## src/ddsl_defs.svh

```systemverilog
// Register offsets, field positions, reset values for the dual-input
// skew/link status bank. Assumes inclusion by the design top and bench.
`ifndef DDSL_DEFS_SVH
`define DDSL_DEFS_SVH
// -----------------------------------------------------------------------
// Register indices (byte address is four times the index)
// -----------------------------------------------------------------------
`define DDSL_IDX_DELAY_SKEW 8'h59
`define DDSL_IDX_LINK_STS 8'h5A
`define DDSL_IDX_CTRL 8'h60
`define DDSL_IDX_IRQ_STS 8'h61
`define DDSL_IDX_IRQ_MASK 8'h62
// -----------------------------------------------------------------------
// Field positions
// -----------------------------------------------------------------------
`define DDSL_P1_DLY_HI 7
`define DDSL_P1_DLY_LO 6
`define DDSL_P0_DLY_HI 5
`define DDSL_P0_DLY_LO 4
`define DDSL_DUAL_OK_BIT 3
`define DDSL_SIGN_BIT 2
`define DDSL_MODE_DUAL 2'h0
`define DDSL_MODE_SINGLE0 2'h1
`define DDSL_MODE_SINGLE1 2'h2
`define DDSL_MODE_BOTH 2'h3
`define DDSL_REG_RESET 8'h00
`define DDSL_SKEW_MAX 3
`define DDSL_IRQ_BITS 4
`endif

```

## src/ddsl_pkg.sv

```systemverilog
// Types shared by the dual-input skew/link status bank.
// Assumes the defs header sits alongside it.
package ddsl_pkg;
	// Output port operating mode, as reported to software
	typedef enum logic [1:0] {
		DDSL_DUAL = 2'b00,
		DDSL_SINGLE0 = 2'b01,
		DDSL_SINGLE1 = 2'b10,
		DDSL_BOTH = 2'b11
	} ddsl_mode_t;
endpackage : ddsl_pkg

```

## src/ddsl_top.sv

```systemverilog
// Dual video input skew compensation with link and clock status bank.
// Assumes status inputs are asynchronous levels from neighbouring blocks,
// video inputs share clk, and a classic Wishbone master on clk.
//
// Register access over Wishbone is this design's own decision.
`include "ddsl_defs.svh"

module ddsl_top #(
	parameter int DW = 24
) (
	input wire logic clk,
	input wire logic rst_n,
	input wire logic [9:0] wb_adr_i,
	input wire logic [31:0] wb_dat_i,
	input wire logic [3:0] wb_sel_i,
	input wire logic wb_we_i,
	input wire logic wb_cyc_i,
	input wire logic wb_stb_i,
	output logic [31:0] wb_dat_o,
	output logic wb_ack_o,
	input wire logic [DW-1:0] vid0_i,
	input wire logic vid0_de_i,
	input wire logic [DW-1:0] vid1_i,
	input wire logic vid1_de_i,
	output logic [DW-1:0] vid0_o,
	output logic vid0_de_o,
	output logic [DW-1:0] vid1_o,
	output logic vid1_de_o,
	input wire logic indep_mode_i,
	input wire logic port_sel_i,
	input wire logic [1:0] link_found_i,
	input wire logic [1:0] caps_known_i,
	input wire logic [1:0] tx_active_i,
	input wire logic [1:0] rx_locked_i,
	input wire logic [1:0] video_valid_i,
	input wire logic [1:0] mode_entered_i,
	input wire ddsl_pkg::ddsl_mode_t output_port_mode_i,
	input wire logic [1:0] clk_det_i,
	input wire logic [1:0] pll_lock_i,
	input wire logic [1:0] below_low_frequency_threshold_i,
	input wire logic [1:0] input_frequency_stable_i,
	output logic irq_o
);
	import ddsl_pkg::*;

	// -------------------------------------------------------------------
	// State
	// -------------------------------------------------------------------
	localparam int NS = 15;
	typedef struct packed {
		logic [31:0] dat;
		logic ack;
		logic [1:0] second_port_input_delay;
		logic [1:0] first_port_input_delay;
		logic force_ready;
		logic override_clock_present;
		logic [3:0] irq_sts;
		logic [3:0] irq_mask;
		logic irq;
		logic [2:0][DW:0] p0_pipe;
		logic [2:0][DW:0] p1_pipe;
		logic [DW:0] v0_out;
		logic [DW:0] v1_out;
		logic [2:0] skew_cnt;
		logic counting;
		logic who_first;
		logic dual_ok;
		logic skew_sign;
		logic [1:0] skew_magnitude;
		logic [7:0] link_sts;
		logic [1:0] de_prev;
		logic [1:0][NS-1:0] s1;
		logic [1:0][NS-1:0] s2;
	} ddsl_state_t;

	ddsl_state_t st_r;
	ddsl_state_t st_nxt;

	// Picks one bit of a per-port pair by the reporting port
	function automatic logic pick(input logic [1:0] v, input logic sel);
		pick = sel ? v[1] : v[0];
	endfunction : pick

	// Delay selection: n stages behind the input, zero means straight
	function automatic logic [DW:0] tap(input logic [DW:0] in_v,
		input logic [2:0][DW:0] pipe, input logic [1:0] n);
		case (n)
			2'd0: tap = in_v;
			2'd1: tap = pipe[0];
			2'd2: tap = pipe[1];
			2'd3: tap = pipe[2];
			default: tap = in_v;
		endcase
	endfunction : tap

	logic [NS-1:0] raw0;
	logic [NS-1:0] raw1;
	logic [NS-1:0] syn0;
	logic [NS-1:0] syn1;
	logic [9:0] idx;
	logic [7:0] rd_byte;
	logic sel_port;
	logic bus_req;
	logic wr_en;
	logic [7:0] wb_b;

	// -------------------------------------------------------------------
	// Asynchronous status levels, packed per port for synchronising
	// -------------------------------------------------------------------
	assign raw0 = {indep_mode_i, port_sel_i, link_found_i[0],
		caps_known_i[0], tx_active_i[0], rx_locked_i[0], video_valid_i[0],
		mode_entered_i[0], output_port_mode_i, clk_det_i[0], pll_lock_i[0],
		below_low_frequency_threshold_i[0], input_frequency_stable_i[0],
		1'b0};
	assign raw1 = {indep_mode_i, port_sel_i, link_found_i[1],
		caps_known_i[1], tx_active_i[1], rx_locked_i[1], video_valid_i[1],
		mode_entered_i[1], output_port_mode_i, clk_det_i[1], pll_lock_i[1],
		below_low_frequency_threshold_i[1], input_frequency_stable_i[1],
		1'b0};
	assign syn0 = st_r.s2[0];
	assign syn1 = st_r.s2[1];
	// Only independent mode follows the selector; otherwise port 0 reports
	assign sel_port = syn0[14] & syn0[13];
	assign idx = wb_adr_i >> 2;
	assign bus_req = wb_cyc_i & wb_stb_i & ~st_r.ack;
	assign wr_en = bus_req & wb_we_i & wb_sel_i[0];
	assign wb_b = wb_dat_i[7:0];

	// -------------------------------------------------------------------
	// Read multiplexer; unmapped words read zero but still acknowledge
	// -------------------------------------------------------------------
	always_comb begin
		case (idx)
			10'(`DDSL_IDX_DELAY_SKEW): rd_byte = {st_r.second_port_input_delay,
				st_r.first_port_input_delay, st_r.dual_ok, st_r.skew_sign,
				st_r.skew_magnitude};
			10'(`DDSL_IDX_LINK_STS): rd_byte = st_r.link_sts;
			10'(`DDSL_IDX_CTRL): rd_byte = {6'h00, st_r.override_clock_present,
				st_r.force_ready};
			10'(`DDSL_IDX_IRQ_STS): rd_byte = {4'h0, st_r.irq_sts};
			10'(`DDSL_IDX_IRQ_MASK): rd_byte = {4'h0, st_r.irq_mask};
			default: rd_byte = 8'h00;
		endcase
	end

	// -------------------------------------------------------------------
	// Next-state logic
	// -------------------------------------------------------------------
	always_comb begin
		logic [DW:0] in0;
		logic [DW:0] in1;
		logic lr;
		logic tx;
		logic cd;
		logic [7:0] ls;
		logic [3:0] ev;
		logic rise0;
		logic rise1;
		in0 = {vid0_de_i, vid0_i};
		in1 = {vid1_de_i, vid1_i};
		st_nxt = st_r;
		lr = 1'b0;
		tx = 1'b0;
		cd = 1'b0;
		ls = 8'h00;
		ev = 4'h0;
		rise0 = 1'b0;
		rise1 = 1'b0;

		// Two-flop synchronisers; only the second stage is read
		st_nxt.s1[0] = raw0;
		st_nxt.s1[1] = raw1;
		st_nxt.s2 = st_r.s1;

		// Bus answer: one cycle after the request, dropped the cycle after
		st_nxt.ack = bus_req;
		st_nxt.dat = {24'h000000, rd_byte};
		if (wr_en) begin
			case (idx)
				10'(`DDSL_IDX_DELAY_SKEW): begin
					st_nxt.second_port_input_delay =
						wb_b[`DDSL_P1_DLY_HI:`DDSL_P1_DLY_LO];
					st_nxt.first_port_input_delay =
						wb_b[`DDSL_P0_DLY_HI:`DDSL_P0_DLY_LO];
				end
				10'(`DDSL_IDX_CTRL): begin
					st_nxt.force_ready = wb_b[0];
					st_nxt.override_clock_present = wb_b[1];
				end
				10'(`DDSL_IDX_IRQ_MASK): st_nxt.irq_mask = wb_b[3:0];
				default: ;
			endcase
		end

		// Delay lines: a value n taps the n-th stage
		st_nxt.p0_pipe = {st_r.p0_pipe[1:0], in0};
		st_nxt.p1_pipe = {st_r.p1_pipe[1:0], in1};
		st_nxt.v0_out = tap(in0, st_r.p0_pipe,
			st_r.first_port_input_delay);
		st_nxt.v1_out = tap(in1, st_r.p1_pipe,
			st_r.second_port_input_delay);

		// Skew measurement between line-start edges of the raw inputs
		st_nxt.de_prev = {vid1_de_i, vid0_de_i};
		rise0 = vid0_de_i & ~st_r.de_prev[0];
		rise1 = vid1_de_i & ~st_r.de_prev[1];
		if (rise0 & rise1) begin
			st_nxt.counting = 1'b0;
			st_nxt.dual_ok = 1'b1;
			st_nxt.skew_sign = 1'b0;
			st_nxt.skew_magnitude = 2'd0;
		end else if (!st_r.counting && (rise0 || rise1)) begin
			st_nxt.counting = 1'b1;
			st_nxt.who_first = rise1;
			st_nxt.skew_cnt = 3'd1;
		end else if (st_r.counting) begin
			if ((st_r.who_first && rise0) || (!st_r.who_first && rise1)) begin
				st_nxt.counting = 1'b0;
				st_nxt.dual_ok = 1'b1;
				st_nxt.skew_sign = st_r.who_first;
				st_nxt.skew_magnitude = st_r.skew_cnt[1:0];
			end else if (st_r.skew_cnt == 3'(`DDSL_SKEW_MAX)) begin
				// Beyond measurable range: health drops
				st_nxt.counting = 1'b0;
				st_nxt.dual_ok = 1'b0;
			end else begin
				st_nxt.skew_cnt = st_r.skew_cnt + 3'd1;
			end
		end
		// Health needs both inputs active
		if (!(syn0[8] & syn1[8]))
			st_nxt.dual_ok = 1'b0;

		// Link and clock status for the reporting port
		lr = (pick({syn1[12], syn0[12]}, sel_port) &
			pick({syn1[11], syn0[11]}, sel_port)) | st_r.force_ready;
		tx = pick({syn1[10], syn0[10]}, sel_port) &
			pick({syn1[9], syn0[9]}, sel_port) &
			pick({syn1[8], syn0[8]}, sel_port) &
			pick({syn1[7], syn0[7]}, sel_port);
		cd = pick({syn1[4], syn0[4]}, sel_port) |
			st_r.override_clock_present;
		ls[7] = lr;
		ls[6] = tx;
		ls[5:4] = tx ? syn0[6:5] : 2'b00;
		ls[3] = cd;
		ls[2] = pick({syn1[3], syn0[3]}, sel_port);
		ls[1] = pick({syn1[2], syn0[2]}, sel_port);
		ls[0] = pick({syn1[1], syn0[1]}, sel_port);
		st_nxt.link_sts = ls;

		// Events: rises of ready, transmit, health and falls of lock
		ev[0] = ls[7] & ~st_r.link_sts[7];
		ev[1] = ls[6] & ~st_r.link_sts[6];
		ev[2] = st_nxt.dual_ok & ~st_r.dual_ok;
		ev[3] = ~ls[2] & st_r.link_sts[2];
		// Set wins over write-one-to-clear in the same cycle
		st_nxt.irq_sts = ev | (st_r.irq_sts &
			~((wr_en && idx == 10'(`DDSL_IDX_IRQ_STS)) ? wb_b[3:0] : 4'h0));
		st_nxt.irq = |(st_nxt.irq_sts & st_nxt.irq_mask);

		if (!rst_n)
			st_nxt = '0;
	end

	// -------------------------------------------------------------------
	// State register
	// -------------------------------------------------------------------
	always_ff @(posedge clk) begin
		st_r <= st_nxt;
	end

	assign wb_dat_o = st_r.dat;
	assign wb_ack_o = st_r.ack;
	assign vid0_o = st_r.v0_out[DW-1:0];
	assign vid0_de_o = st_r.v0_out[DW];
	assign vid1_o = st_r.v1_out[DW-1:0];
	assign vid1_de_o = st_r.v1_out[DW];
	assign irq_o = st_r.irq;

	// -------------------------------------------------------------------
	// Checks
	// -------------------------------------------------------------------
	// Helpers for the checks below, named so the properties stay short
	logic rise_both;
	logic tx_ok;
	assign rise_both = vid0_de_i & ~st_r.de_prev[0] & vid1_de_i &
		~st_r.de_prev[1];
	assign tx_ok = pick({syn1[10], syn0[10]}, sel_port) &
		pick({syn1[8], syn0[8]}, sel_port);
endmodule : ddsl_top

```

## config.mk

```make
export PLATFORM = sky130hd
export DESIGN_NAME = ddsl_top
export DESIGN_NICKNAME = d
export VERILOG_FILES = /design/src/ddsl_pkg.sv /design/src/ddsl_top.sv
export VERILOG_INCLUDE_DIRS = /design/src
export SDC_FILE = /design/constraint.sdc
export NUM_CORES = 1
export LEC_CHECK = 0
export BUFFER_PORTS_ARGS = -buffer_cell sky130_fd_sc_hd__buf_2
export CORE_MARGIN = 2
export CORE_UTILIZATION = 49
export CTS_BUF_LIST = sky130_fd_sc_hd__clkbuf_16
export CTS_CLUSTER_DIAMETER = 120
export DETAILED_ROUTE_END_ITERATION = 12
export PLACE_DENSITY_LB_ADDON = 0.08
export SETUP_SLACK_MARGIN = 0.05
export SLEW_MARGIN = 30
export SYNTH_ARGS = -nofsm -noshare
export SYNTH_HDL_FRONTEND = slang
export SYNTH_SLANG_ARGS = --single-unit
```

## constraint.sdc

```tcl
create_clock -name clk -period 1.5 [get_ports clk]
set_input_delay 0.075 -clock clk [delete_from_list [all_inputs] [get_ports clk]]
set_output_delay 0.075 -clock clk [all_outputs]
set_load 0.005 [all_outputs]
```

# Yosys cells after proc, flatten, opt, wreduce, memory -nomap -nowiden
# Cells that the tools add are included.
[totals] out_inout_bits=84 in_bits=125 wordCells=128 ff_bits=322
[classes] eq_ne=14 reduce_logical=19 muxes=29 add_sub_neg=1 bitwise_logic=33
[ops] operator="$pmux 25 s4" count=2
[ops] operator="$eq 8x7->1 const B" count=5
[ops] operator="$pmux 8 s5" count=1
[ops] operator="$mux 4" count=8
[ops] operator="$and 1x1->1" count=17
[ops] operator="$mux 1" count=15
[ops] operator="$not 1->1" count=10
[ops] operator="$mux 3" count=3
[ops] operator="$and 4x4->4" count=2
[ops] operator="$eq 2x2->1 const B" count=4
[ops] operator="$reduce_and 2->1" count=4
[ops] operator="$eq 2x1->1 const B" count=2
[ops] operator="$logic_and 1x1->1" count=4
[ops] operator="$logic_not 2->1" count=2
[ops] operator="$ne 2x2->1 const B" count=2
[ops] operator="$not 4->4" count=1
[ops] operator="$or 4x4->4" count=1
[ops] operator="$reduce_and 4->1" count=1
[ops] operator="$reduce_or 4->1" count=1
[ops] operator="$add 3x1->3 const B" count=1
[ops] operator="$eq 3x2->1 const B" count=1
[ops] operator="$reduce_and 3->1" count=1
[ops] operator="$logic_not 1->1" count=2
[ops] operator="$logic_or 1x1->1" count=2
[ops] operator="other kinds (3)" count=4

# Logic depth before layout (Yosys ltp)
# Gate-level depths: netlist of run 1.
[logic_depth] word_depth=13 depth_mapped=6 depth_no_buf=6

# Worst setup path after synthesis of run 1
# No wires, ideal clock.
[synth_timing] path_kind="register to register" startpoint="reg st_r, in the netlist wb_ack_o" endpoint="reg st_r[288] (netlist name)" path_buffers=1 t_required_ns=1.372 setup_ns=0.128 arrival_time_ns=1.545 slack_ns=-0.172 path_stages_with_launch=7 path_cell_list="dfxtp_1 -> and3b_1 -> and2_0 -> clkbuf_1 -> or4b_4 -> mux2i_1 -> nor2_1"
[synth_via] elab_chain_cells=5
[synth_lines] item="start: declaration" line="ddsl_top.sv:76" rtl="ddsl_state_t st_r;"
[synth_lines] item="start signal: assignment" line="ddsl_top.sv:270" rtl="st_r <= st_nxt;"
[synth_lines] item="$not 1->1" line="ddsl_top.sv:125" rtl="assign bus_req = wb_cyc_i & wb_stb_i & ~st_r.ack;"
[synth_lines] item="$and 1x1->1" line="ddsl_top.sv:125"
[synth_lines] item="$and 1x1->1 (2 in a row)" line="ddsl_top.sv:126" rtl="assign wr_en = bus_req & wb_we_i & wb_sel_i[0];"
[synth_lines] item="$reduce_and 2->1 (no line)"
# No other way between the ends.
# A chain may end at the register's enable or synchronous reset.

# Worst setup path after layout of run 1
[layout_timing] startpoint="reg st_r, in the netlist wb_ack_o" endpoint="reg st_r, in the netlist irq_o"
[layout_via] elab_chain_cells=11 elab_cells_between_ends=12
[layout_lines] item="$not 1->1 (*)" line="ddsl_top.sv:125"
[layout_lines] item="$and 1x1->1 (*)" line="ddsl_top.sv:125"
[layout_lines] item="$and 1x1->1 (*) (2 in a row)" line="ddsl_top.sv:126"
[layout_lines] item="$logic_and 1x1->1" line="ddsl_top.sv:259" rtl="~((wr_en && idx == 10'(`DDSL_IDX_IRQ_STS)) ? wb_b[3:0] : 4'h0));"
[layout_lines] item="$mux 4" line="ddsl_top.sv:259"
[layout_lines] item="$not 4->4" line="ddsl_top.sv:259"
[layout_lines] item="$and 4x4->4" line="ddsl_top.sv:258" rtl="st_nxt.irq_sts = ev | (st_r.irq_sts &"
[layout_lines] item="$or 4x4->4" line="ddsl_top.sv:258"
[layout_lines] item="$and 4x4->4 (*)" line="ddsl_top.sv:260" rtl="st_nxt.irq = |(st_nxt.irq_sts & st_nxt.irq_mask);"
[layout_lines] item="$reduce_or 4->1 (*)" line="ddsl_top.sv:260"
# Every way passes the cells marked *; elsewhere a longest branch is shown, timed or not.

==> impl_summary.log, run 1 <==
[metrics] result of the run: complete, but fails checks
[metrics] violated checks: setup timing
[metrics] met3 routed WL: approximately 1000 um
[metrics] final setup violating endpoints: 3
[metrics] yosys synthesis warning count: 0
[metrics] number of sinks handled by clock tree synthesis: approximately 290
[metrics] portion of the post-synthesis area used by sequential elements: 0.5648
[metrics] most common flop cell mapped by yosys: dfxtp_1
[metrics] CP delay by family, top: simple AND/OR/NAND/NOR gates
[metrics] Tightest Hold Check Type: primary input to register
[metrics] measured slew at the worst slew-check pin: around 0.8 ns
[metrics] synthesized area: between 10000 and 15000 um^2
[metrics] WP data arrival: ~2.0 ns
[metrics] CP max FO: 4
[metrics] input/output buffers: between 150 and 200
[metrics] final wirelength: 20200 um
[metrics] die boundary width: ~150 um
[metrics] post-layout worst setup margin: -0.09584 ns
[metrics] unrepaired setup endpoints after global routing: yes
[metrics] Worst EP required: roughly 1.9 ns
[metrics] overflow left after global routing: 0
[metrics] Max Root-Sink Buffers: 3
[metrics] clock slew at reported path FFs: 0.06 ns
[metrics] ys async rst share: 0
[metrics] post-placement setup slack: -0.2901 ns
[metrics] HPWL after DPL: roughly 13000 um
[metrics] max-slew violations: 0
[metrics] Overall Global Routing Usage: 0.1791
[metrics] class of the most critical setup path: register to register
[metrics] number of placed I/O pins: ~210
[metrics] cell count after synthesis: slightly below 900
[metrics] leakage component of the power: 5.521 nW
[metrics] average cell area after synthesis: approximately 12 um^2
[metrics] CTS root buf: clkbuf_16
[metrics] met1 wire length: about 9000 um
[metrics] Area growth, synth to finish: 28.11%
[metrics] Worst slew margin: 0.4651
[metrics] Floorplan Core Area: 20360 um^2
[metrics] utilization after layout: 0.6444
[metrics] number of distinct library cells after synthesis: between 40 and 50
[metrics] slowest stage delay, CP: between 0.3 and 0.4 ns
[metrics] Power Total: around 17 mW
[metrics] depth of the CTS H-tree: 1
[metrics] ant diodes: 0
[metrics] number of hold violations in the final report: 0
[metrics] share of the clock period used by the worst path: 1.064
[metrics] via count: between 6k and 7k
[metrics] global-route wire length before repair: around 32000 um
[metrics] die area: approximately 22000 um^2
[metrics] initial core utilization: 0.5030
[metrics] Final min period: roughly 1.6 ns
[metrics] startpoint kind of the worst setup timing path: register
[metrics] clock tree from TritonCTS: built
[metrics] final routed wire length divided by cell count: roughly 15 um
[metrics] site row count: 52
[metrics] Max Freq: between 600 and 700 MHz
[metrics] area share of the leading cell type in the synthesized netlist: 0.5648
[metrics] cell with the largest stage delay on the worst path: dfxtp_2
[metrics] CP endpoint kind: register
[metrics] Seq cells post-synth: 289
[metrics] max cap viols: 0
[metrics] Max Used Layer: met4
[metrics] layout cell share with drive strength beyond 1: 0.3027
[metrics] cells along the critical path: nand3b_1 > nor4_4 > buf_6 > mux2i_2 > o22a_1 > o221ai_2
[metrics] vias in the first global route: around 6.7k
[metrics] power per standard cell area: 1268 nW/um^2
[metrics] biggest area consumer among synthesized cells: dfxtp_1
[metrics] post-route DRC violation count: 0
[metrics] clk_skew: ~0.012 ns
[metrics] Post-synth EDFFs: 0
[metrics] length of routed met2 wiring: between 9000 and 10000 um
[metrics] antenna violations before repair: 0
[metrics] number of CTS-inserted buffers: 30
[metrics] DR vias/cell: between 4 and 5
[metrics] nets@finish: approximately 1.2k
[metrics] count of buffer and inverter cells on the critical path: 1
[metrics] DRT Pass-1 Iters: 4
[metrics] largest net degree at the start of global routing: just under 100
[metrics] number of DRC markers in iteration 0: between 200 and 300
[metrics] insertion delay to the later sink of the worst-skew pair: between 0.5 and 0.6 ns
[metrics] Worst R2R Setup Slack: -0.1 ns
[metrics] Worst VDD drop: ~0.89 mV
[metrics] Synth area leaders: dfxtp_1 (56%), and2_1 (15%), mux4_2 (11%)
[metrics] die height: about 150 um
[metrics] antenna viol nets, final: 0
[metrics] last weighted congestion value of the routability-driven placer: about 0.83
-- report_power, final --
group | leakage (nW) | total (mW) | internal (mW) | switching (mW)
Combinational | 2.62 | 1.02 | 0.614 | 0.402
Sequential | 2.38 | 8.10 | 7.99 | 0.115
Clock | 0.520 | 7.53 | 4.59 | 2.93
-- registers in the layout, indices dropped and copies added (netlist names) --
signal and cells:
st_r 205, vid0_o 24, vid1_o 24, syn0 12, syn1 12, wb_dat_o 8
irq_o 1, vid0_de_o 1, vid1_de_o 1, wb_ack_o 1
-- per-stage QoR --
stage               std cells  hold WS [ns]  setup TNS [ns]  area [um^2]
global route             1380       0.03336         -0.4936        13120
detailed placement       1230        0.2840          -3.365        11030
CTS                      1377       0.01154         -0.2818        13000
finish                   1380       0.04073         -0.1855        13120
floorplan                 893        0.1967         -0.2386        10390
global placement         1230        0.2799          -2.555        11030
-- routing by layer --
metal / vias up / global-route usage
met5: - / 0
met4: 0 / 0.04524
met3: 36 / 0.03129
met2: 171 / 0.3086
met1: 3105 / 0.2352
li1: 3221 / -
-- cell usage after synthesis, drive strengths merged (4+ instances only) --
master and number:
mux2i 8, buf 87, nand3 10, clkbuf 38
inv 6, mux4 50, a31oi 4, a21oi 12
nand2 19, nand4 4, dfxtp 289, nor2 24
o21ai 7, and2 254, nor2b 5, a22oi 13
-- worst register-to-register path: stages (launching register included) --
cell	delay, ns
dfxtp_2	0.32
nand3b_1	0.20
nor4_4	0.24
buf_6	0.16
mux2i_2	0.24
o22a_1	0.19
o221ai_2	0.09
-- layout make-up --
cell class	count	area [um^2]
clock buffer	31	775.7
clock inverter	25	247.7
fill	1611	7242
inverter	6	22.52
multi-input combinational	473	3865
sequential	289	5798
tap	270	337.8
timing repair buffer	286	2076
-- placed cells by master (no fill, tap or decap), types with 3 or more instances in the layout --
master,Yosys,final
a21oi_1,12,11
a22oi_1,13,11
a31oi_1,4,4
and2_1,253,252
and3_1,3,3
buf_12,0,4
buf_2,7,154
buf_4,80,37
buf_6,0,3
bufinv_16,0,5
clkbuf_16,0,32
clkinv_1,0,6
clkinv_2,0,7
conb_1,1,24
dfxtp_1,289,283
dfxtp_2,0,4
dlygate4sd3_1,0,86
inv_1,6,10
mux2i_1,8,5
mux4_2,50,50
nand2_1,19,19
nand3_1,10,10
nand4_1,4,4
nor2_1,24,24
nor2b_1,5,4
o21ai_0,7,4
-- kinds of logic (layout without fill, tap and decap cells) --
kind of cell,Yosys count,after routing,share of synthesized area
compound gates,45,45,0.02919
xor+xnor,1,1,0.0008552
fa+ha+maj,2,2,0.002443
buf+inv,131,348,0.07817
flops,289,289,0.5648
mux,61,61,0.1210
other cells,1,24,0.0003661
simple gates,340,340,0.2031
-- worst paths after layout --
| path | start | end | cells past startpoint |
|---|---|---|---|
| setup / recovery | wb_ack_o$_SDFF_PN0_ | irq_o$_SDFF_PN0_ | 6 |
| hold / removal | wb_adr_i[3] | wb_dat_o[3]$_SDFF_PN0_ | 4 |
| setup reg to reg | wb_ack_o$_SDFF_PN0_ | irq_o$_SDFF_PN0_ | 6 |
| hold reg to reg | st_r[44]$_SDFF_PN0_ | syn0[14]$_SDFF_PN0_ | 1 |
-- repair_timing --
action                                  in CTS  in global routing
endpoints found under the setup margin      16                 17
hold buffers                                86                  0
setup buffers                                4                  2
cloned                                       1                  1
pin swaps                                    4                  5
gates resized for setup                     10                 19
hold endpoints to repair                   138                  0
Power figures use the tool's default switching activity.
==> inputs of run 2 (changes only) <==
- CORE_UTILIZATION: 49 -> 54
- clock period: 1.5 -> 1.53 ns (I/O delays scaled with it)
==> run 2 against run 1 <==
The flow finishes with violations (hold timing, setup timing); final area down 1.1%; first-iteration DRC count up 13%; sequential cell count unchanged; worst hold slack worse by 0.052 ns; die area down 9.0%; clock skew down 0.0035 ns; critical path depth unchanged; sequential share of layout area up 0.46 points; power down 1.6%; count of clock-buffer cells in the layout down 2; sequential power down 2%; clock power down 1%.
==> impl_summary.log, run 2 (synthesis gave the netlist of run 1 again) <==
[metrics] result of the run: complete, but fails checks
[metrics] violated checks: hold timing, setup timing
[metrics] most frequent cells in the layout: dfxtp_1 (283), and2_1 (252), buf_2 (154), dlygate4sd3_1 (85), mux4_2 (50)
[metrics] Overall Global Routing Usage: 0.1970 (+0.01797)
[metrics] largest net degree at the start of global routing: 117 (+19%)
[metrics] class of the most critical setup path: register to register
[metrics] cells along the critical path: nand3b_1 > nor4_4 > buf_6 > mux2i_2 > o22a_1 > o221ai_2
[metrics] CP max FO: 4 (unchanged)
[metrics] footprint of the flip-flops and latches: 5796 um^2 (about the same)
[metrics] final wirelength: 19740 um (-2.3%)
[metrics] area of all placed cells without fillers: 12980 um^2 (-1.1%)
[metrics] die boundary width: 141.7 um (-4.6%)
[metrics] clk_skew: 0.008896 ns (-0.003507 ns)
[metrics] number of cells in the finished layout apart from fillers: 1332 (-3.5%)
[metrics] Worst VDD drop: 0.8347 mV (-6.7%)
[metrics] startpoint kind of the worst setup timing path: register
[metrics] via count: 6566 (+0.51%)
[metrics] DRT Pass-1 Iters: 4 (unchanged)
[metrics] antenna viol nets, final: 0 (unchanged)
[metrics] depth of the CTS H-tree: 1 (unchanged)
[metrics] leakage component of the power: 5.468 nW (-0.98%)
[metrics] max-slew violations: 0 (unchanged)
[metrics] clock tree from TritonCTS: built
[metrics] max reg flops: 205 (unchanged)
[metrics] Area growth, synth to finish: 26.74%
[metrics] HPWL after DPL: 12530 um (-4.7%)
[metrics] insertion delay to the later sink of the worst-skew pair: 0.53 ns (about the same)
[metrics] number of inserted filler cells in the final layout: 1387 (-14%)
[metrics] overflow left after global routing: 0 (unchanged)
[metrics] register with the most flip-flops: st_r
[metrics] max cap viols: 0 (unchanged)
[metrics] vias in the first global route: 6698 (+0.53%)
[metrics] CTS root buf: clkbuf_16
[metrics] clock slew at reported path FFs: 0.06 ns (about the same)
[metrics] number of stages on the worst setup path: 6 (unchanged)
[metrics] CP endpoint kind: register
[metrics] last weighted congestion value of the routability-driven placer: 0.8314 (-0.14%)
[metrics] power per standard cell area: 1261 nW/um^2 (-0.59%)
[metrics] area after detailed placement: 11010 um^2 (-0.24%)
[metrics] global-route wire length before repair: 32200 um (-0.36%)
[metrics] die height: 141.7 um (-4.6%)
[metrics] Tightest Hold Check Type: primary input to register
[metrics] DR vias/cell: 4.929 (+4.1%)
[metrics] area of the multi-input gates: 3836 um^2 (-0.74%)
[metrics] post-layout worst setup margin: -0.04839 ns (+0.04745 ns)
[metrics] die area: 20090 um^2 (-9.0%)
[metrics] Power Total: 16.37 mW (-1.6%)
[metrics] number of sinks handled by clock tree synthesis: 289 (unchanged)
[metrics] layout cell share with drive strength beyond 1: 0.2969 (-0.005799)
[metrics] input/output buffers: 155 (unchanged)
[metrics] cell with the largest stage delay on the worst path: dfxtp_2
[metrics] initial core utilization: 0.5495 (+0.04645)
[metrics] Post-Route Setup TNS: -0.05968 ns (+0.1258 ns)
[metrics] share of the clock period used by the worst path: 1.032 (-0.03226)
[metrics] unrepaired setup endpoints after global routing: yes
[metrics] Reg2Reg Depth: 6 (unchanged)
[metrics] number of DRC markers in iteration 0: 297 (+13%)
[metrics] number of CTS-inserted buffers: 29 (-3.3%)
[metrics] Max Freq: 633.6 MHz (+1.1%)
[metrics] slowest stage delay, CP: 0.32 ns (about the same)
[metrics] count of buffer and inverter cells on the critical path: 1 (unchanged)
[metrics] Max Root-Sink Buffers: 3 (unchanged)
[metrics] Worst Hold Slack: -0.01077 ns (-0.05150 ns)
[metrics] post-route DRC violation count: 0 (unchanged)
[metrics] WP data arrival: 1.99 ns (about the same)
[metrics] placed cell count: 1193 (-3.0%)
[metrics] final setup violating endpoints: 3 (unchanged)
[metrics] site row count: 50 (-3.8%)
[metrics] Final min period: 1.578 ns (-0.01745 ns)
[metrics] ant diodes: 0 (unchanged)
[metrics] antenna violations before repair: 0 (unchanged)
[metrics] number of hold violations in the final report: 1 (+1)
[metrics] CP delay by family, top: simple AND/OR/NAND/NOR gates
[metrics] nets@finish: 1205 (-0.66%)
[metrics] Hold Path Stages: 5 (+1)
[metrics] leading cell type in the layout, fill and taps excluded: dfxtp_1
[metrics] number of placed I/O pins: 209 (unchanged)
[metrics] Floorplan Core Area: 18640 um^2 (-8.5%)
[metrics] Worst EP required: 1.94 ns (+0.06 ns)
[metrics] final routed wire length divided by cell count: 14.82 um (+1.2%)
==> run 2: cell types whose count changed in the layout (fill, tap and decap cells not counted), sizes merged <==
cell | previous run | this run
buf | 199 | 194
bufinv | 5 | 7
clkbuf | 32 | 29
clkinvlp | 1 | 2
dlygate4sd3 | 86 | 85
clkinv | 14 | 12
inv | 11 | 7
==> run 2: stage by stage <==
stage	util	worst slack, ns
after global placement	0.5904	-0.1630
after floorplan	-	-0.06843
after detailed placement	0.5904	-0.2483
after global routing	0.6964	-0.1235
after CTS	0.6931	-0.06771
final	0.6964	-0.04839
==> run 2: cell type report <==
| class | count | area share |
|---|---|---|
| Sequential cell | 289 | 0.4464 |
| Multi-Input combinational cell | 473 | 0.2955 |
| Timing Repair Buffer | 279 | 0.1556 |
| Clock buffer | 29 | 0.05590 |
| Tap cell | 234 | 0.02255 |
| Clock inverter | 22 | 0.02226 |
| Inverter | 6 | 0.001735 |
==> run 2: layer usage <==
layer | track usage | part of all wire | vias to the layer above
met5 | 0 | 0 | -
met4 | 0.06158 | 0.020 | 0
met3 | 0.03274 | 0.042 | 41
met2 | 0.3485 | 0.51 | 170
met1 | 0.2477 | 0.43 | 3154
li1 | - | - | 3201
==> run 2: tightest hold or removal path, delay by kind of cell <==
family                 cells  cell delay [ns]
and+or+nand+nor            3             0.22
AOI/OAI and AO/OA          1             0.09
buffers and inverters      1             0.09
==> run 2: path summary, 6_finish.rpt <==
kind	from	endpoint	slack [ns]
max	wb_ack_o$_SDFF_PN0_	irq_o$_SDFF_PN0_	-0.05
min reg2reg	st_r[35]$_SDFF_PN0_	syn1[5]$_SDFF_PN0_	0.43
max reg2reg	wb_ack_o$_SDFF_PN0_	irq_o$_SDFF_PN0_	-0.05
min	wb_adr_i[4]	st_r[287]$_SDFF_PN0_	-0.01
==> run 2: power breakdown <==
| group | leakage [nW] | switching [mW] | internal [mW] | total (mW) |
|---|---|---|---|---|
| registers | 2.38 | 0.114 | 7.83 | 7.95 |
| clock network | 0.502 | 2.82 | 4.62 | 7.44 |
| logic | 2.58 | 0.390 | 0.594 | 0.985 |
==> run 2: what timing repair did <==
item                                   in CTS  in global routing
endpoints found under the hold margin     140                  0
setup endpoints to repair                  10                  9
pin swaps                                   7                  6
gates resized for setup                    12                 14
hold buffers                               85                  0
setup buffers                               2                  2
==> inputs of run 3 (changes only) <==
- CORE_MARGIN: 2 -> 10
- SETUP_SLACK_MARGIN: 0.05 -> unset
==> run 3 against run 2 <==
The flow still finishes with violations (hold timing, setup timing); sequential cell count unchanged; power is 6.8% lower; highest routed layer unchanged; critical path depth is the same; final area is 1.3% lower.
==> impl_summary.log, run 3 (synthesis gave the netlist of run 1 again) <==
[metrics] vias in the first global route: 6867 (+2.5%)
[metrics] leakage component of the power: 5.420 nW (-0.88%)
[metrics] result of the run: complete, but fails checks
[metrics] share of the clock period used by the worst path: 1.078 (+0.04601)
[metrics] insertion delay to the later sink of the worst-skew pair: 0.53 ns (about the same)
[metrics] violated checks: hold timing, setup timing
[metrics] most frequent cells in the layout: dfxtp_1 (286), and2_1 (253), buf_2 (154), dlygate4sd3_1 (91), mux4_2 (50)
[metrics] max cap viols: 0 (unchanged)
[metrics] site row count: 50 (unchanged)
[metrics] overflow left after global routing: 0 (unchanged)
[metrics] post-route DRC violation count: 0 (unchanged)
[metrics] Max Freq: 606.5 MHz (-4.3%)
[metrics] global-route wire length before repair: 33350 um (+3.6%)
[metrics] HPWL after DPL: 13940 um (+11%)
[metrics] number of hold violations in the final report: 1 (unchanged)
[metrics] CP endpoint kind: register
[metrics] nets@finish: 1208 (+0.25%)
[metrics] unrepaired setup endpoints after global routing: yes
[metrics] die area: 24880 um^2 (+24%)
[metrics] number of cells in the finished layout apart from fillers: 1339 (+0.53%)
[metrics] Max Root-Sink Buffers: 3 (unchanged)
[metrics] leading cell type in the layout, fill and taps excluded: dfxtp_1
[metrics] number of placed I/O pins: 209 (unchanged)
[metrics] final setup violating endpoints: 3 (unchanged)
[metrics] CTS root buf: clkbuf_16
[metrics] CP max FO: 4 (unchanged)
[metrics] max-slew violations: 0 (unchanged)
[metrics] slowest stage delay, CP: 0.32 ns (about the same)
[metrics] placed cell count: 1190 (-0.25%)
[metrics] class of the most critical setup path: register to register
[metrics] number of CTS-inserted buffers: 29 (unchanged)
[metrics] Area growth, synth to finish: 25.14%
[metrics] count of buffer and inverter cells on the critical path: 1 (unchanged)
[metrics] clock slew at reported path FFs: 0.06 ns (about the same)
[metrics] number of sinks handled by clock tree synthesis: 289 (unchanged)
[metrics] number of inserted filler cells in the final layout: 1363 (-1.7%)
[metrics] register with the most flip-flops: st_r
[metrics] area of all placed cells without fillers: 12820 um^2 (-1.3%)
[metrics] Worst Hold Slack: -0.003500 ns (+0.007267 ns)
[metrics] Overall Global Routing Usage: 0.1627 (-0.03432)
[metrics] Floorplan Core Area: 18710 um^2 (+0.34%)
[metrics] depth of the CTS H-tree: 1 (unchanged)
[metrics] cell with the largest stage delay on the worst path: dfxtp_2
[metrics] post-layout worst setup margin: -0.1188 ns (-0.07039 ns)
[metrics] cells along the critical path: nand3b_1 > nor4_4 > buf_6 > mux2i_4 > o22a_1 > o221ai_2
[metrics] antenna violations before repair: 1 (+1)
[metrics] area after detailed placement: 10950 um^2 (-0.48%)
[metrics] input/output buffers: 155 (unchanged)
[metrics] clk_skew: 0.01402 ns (+0.005126 ns)
[metrics] via count: 6489 (-1.2%)
[metrics] die height: 157.7 um (+11%)
[metrics] WP data arrival: 2.06 ns (+0.07 ns)
[metrics] Worst EP required: 1.94 ns (about the same)
[metrics] max reg flops: 205 (unchanged)
[metrics] CP delay by family, top: simple AND/OR/NAND/NOR gates
[metrics] final routed wire length divided by cell count: 15.49 um (+4.6%)
[metrics] DRT Pass-1 Iters: 4 (unchanged)
[metrics] Final min period: 1.649 ns (+0.07039 ns)
[metrics] Tightest Hold Check Type: primary input to register
[metrics] startpoint kind of the worst setup timing path: register
[metrics] DR vias/cell: 4.846 (-1.7%)
[metrics] clock tree from TritonCTS: built
[metrics] Worst VDD drop: 0.7648 mV (-8.4%)
[metrics] last weighted congestion value of the routability-driven placer: 0.8826 (+6.2%)
[metrics] Power Total: 15.25 mW (-6.8%)
[metrics] die boundary width: 157.7 um (+11%)
[metrics] Post-Route Setup TNS: -0.1652 ns (-0.1055 ns)
[metrics] largest net degree at the start of global routing: 141 (+21%)
[metrics] power per standard cell area: 1190 nW/um^2 (-5.6%)
[metrics] number of DRC markers in iteration 0: 339 (+14%)
[metrics] layout cell share with drive strength beyond 1: 0.2738 (-0.02310)
[metrics] final wirelength: 20750 um (+5.1%)
[metrics] antenna viol nets, final: 0 (unchanged)
[metrics] initial core utilization: 0.5476 (-0.001838)
[metrics] post-placement setup slack: -0.2360 ns (+0.01234 ns)
==> run 3: worst min-delay path, delay by kind of cell <==
kind                   cells  cell delay [ns]
and+or+nand+nor            3             0.24
AOI/OAI and AO/OA          1             0.07
buffers and inverters      1             0.11
==> run 3: power by group <==
group / total (mW) / switching (mW) / internal [mW] / leakage, nW
Sequential: 7.95 / 0.114 / 7.83 / 2.38
Clock: 6.33 / 2.74 / 3.59 / 0.454
Combinational: 0.979 / 0.389 / 0.590 / 2.58
==> run 3: stage by stage <==
stage | utilization | hold slack, ns
floorplan | - | 0.1982
global route | 0.6852 | 0.02150
finish | 0.6853 | -0.003500
detailed placement | 0.5856 | 0.2852
CTS | 0.6807 | -0.1360
global placement | 0.5856 | 0.2822
==> run 3: what timing repair did <==
item                                    4_1_cts  5_1_grt
pin swaps                                     1        5
endpoints found under the setup margin        4        9
gates resized for setup                       5       11
endpoints found under the hold margin       144        2
gates cloned                                  0        0
setup buffers                                 0        3
hold buffers                                 90        1
==> run 3: final timing paths <==
kind | slack (ns) | depth (start not counted) | from | to
worst max-delay path | -0.12 | 6 | wb_ack_o$_SDFF_PN0_ | irq_o$_SDFF_PN0_
worst min-delay path | -0.004 | 5 | wb_adr_i[4] | st_r[284]$_SDFF_PN0_
worst max register to register | -0.12 | 6 | wb_ack_o$_SDFF_PN0_ | irq_o$_SDFF_PN0_
worst min register to register | 0.43 | 1 | st_r[39]$_SDFF_PN0_ | syn0[9]$_SDFF_PN0_
==> run 3: area by class of cell <==
cell class | instances | area (um^2) | area share
timing repair buffer | 282 | 2026 | 0.1580
antenna | 2 | 5.005 | 0.0003904
sequential | 289 | 5789 | 0.4516
tap | 234 | 292.8 | 0.02284
clock buffer | 29 | 725.7 | 0.05661
multi-input combinational | 473 | 3824 | 0.2983
inverter | 6 | 22.52 | 0.001757
clock inverter | 24 | 133.9 | 0.01044
==> run 3: per-layer routing <==
| layer | global-route usage | wire, um | vias to the layer above |
|---|---|---|---|
| met4 | 0.06411 | 518 | 0 |
| met5 | 0 | 0 | - |
| met1 | 0.2007 | 8955 | 3049 |
| met3 | 0.03636 | 1246 | 37 |
| met2 | 0.2714 | 10030 | 191 |
| li1 | - | - | 3212 |
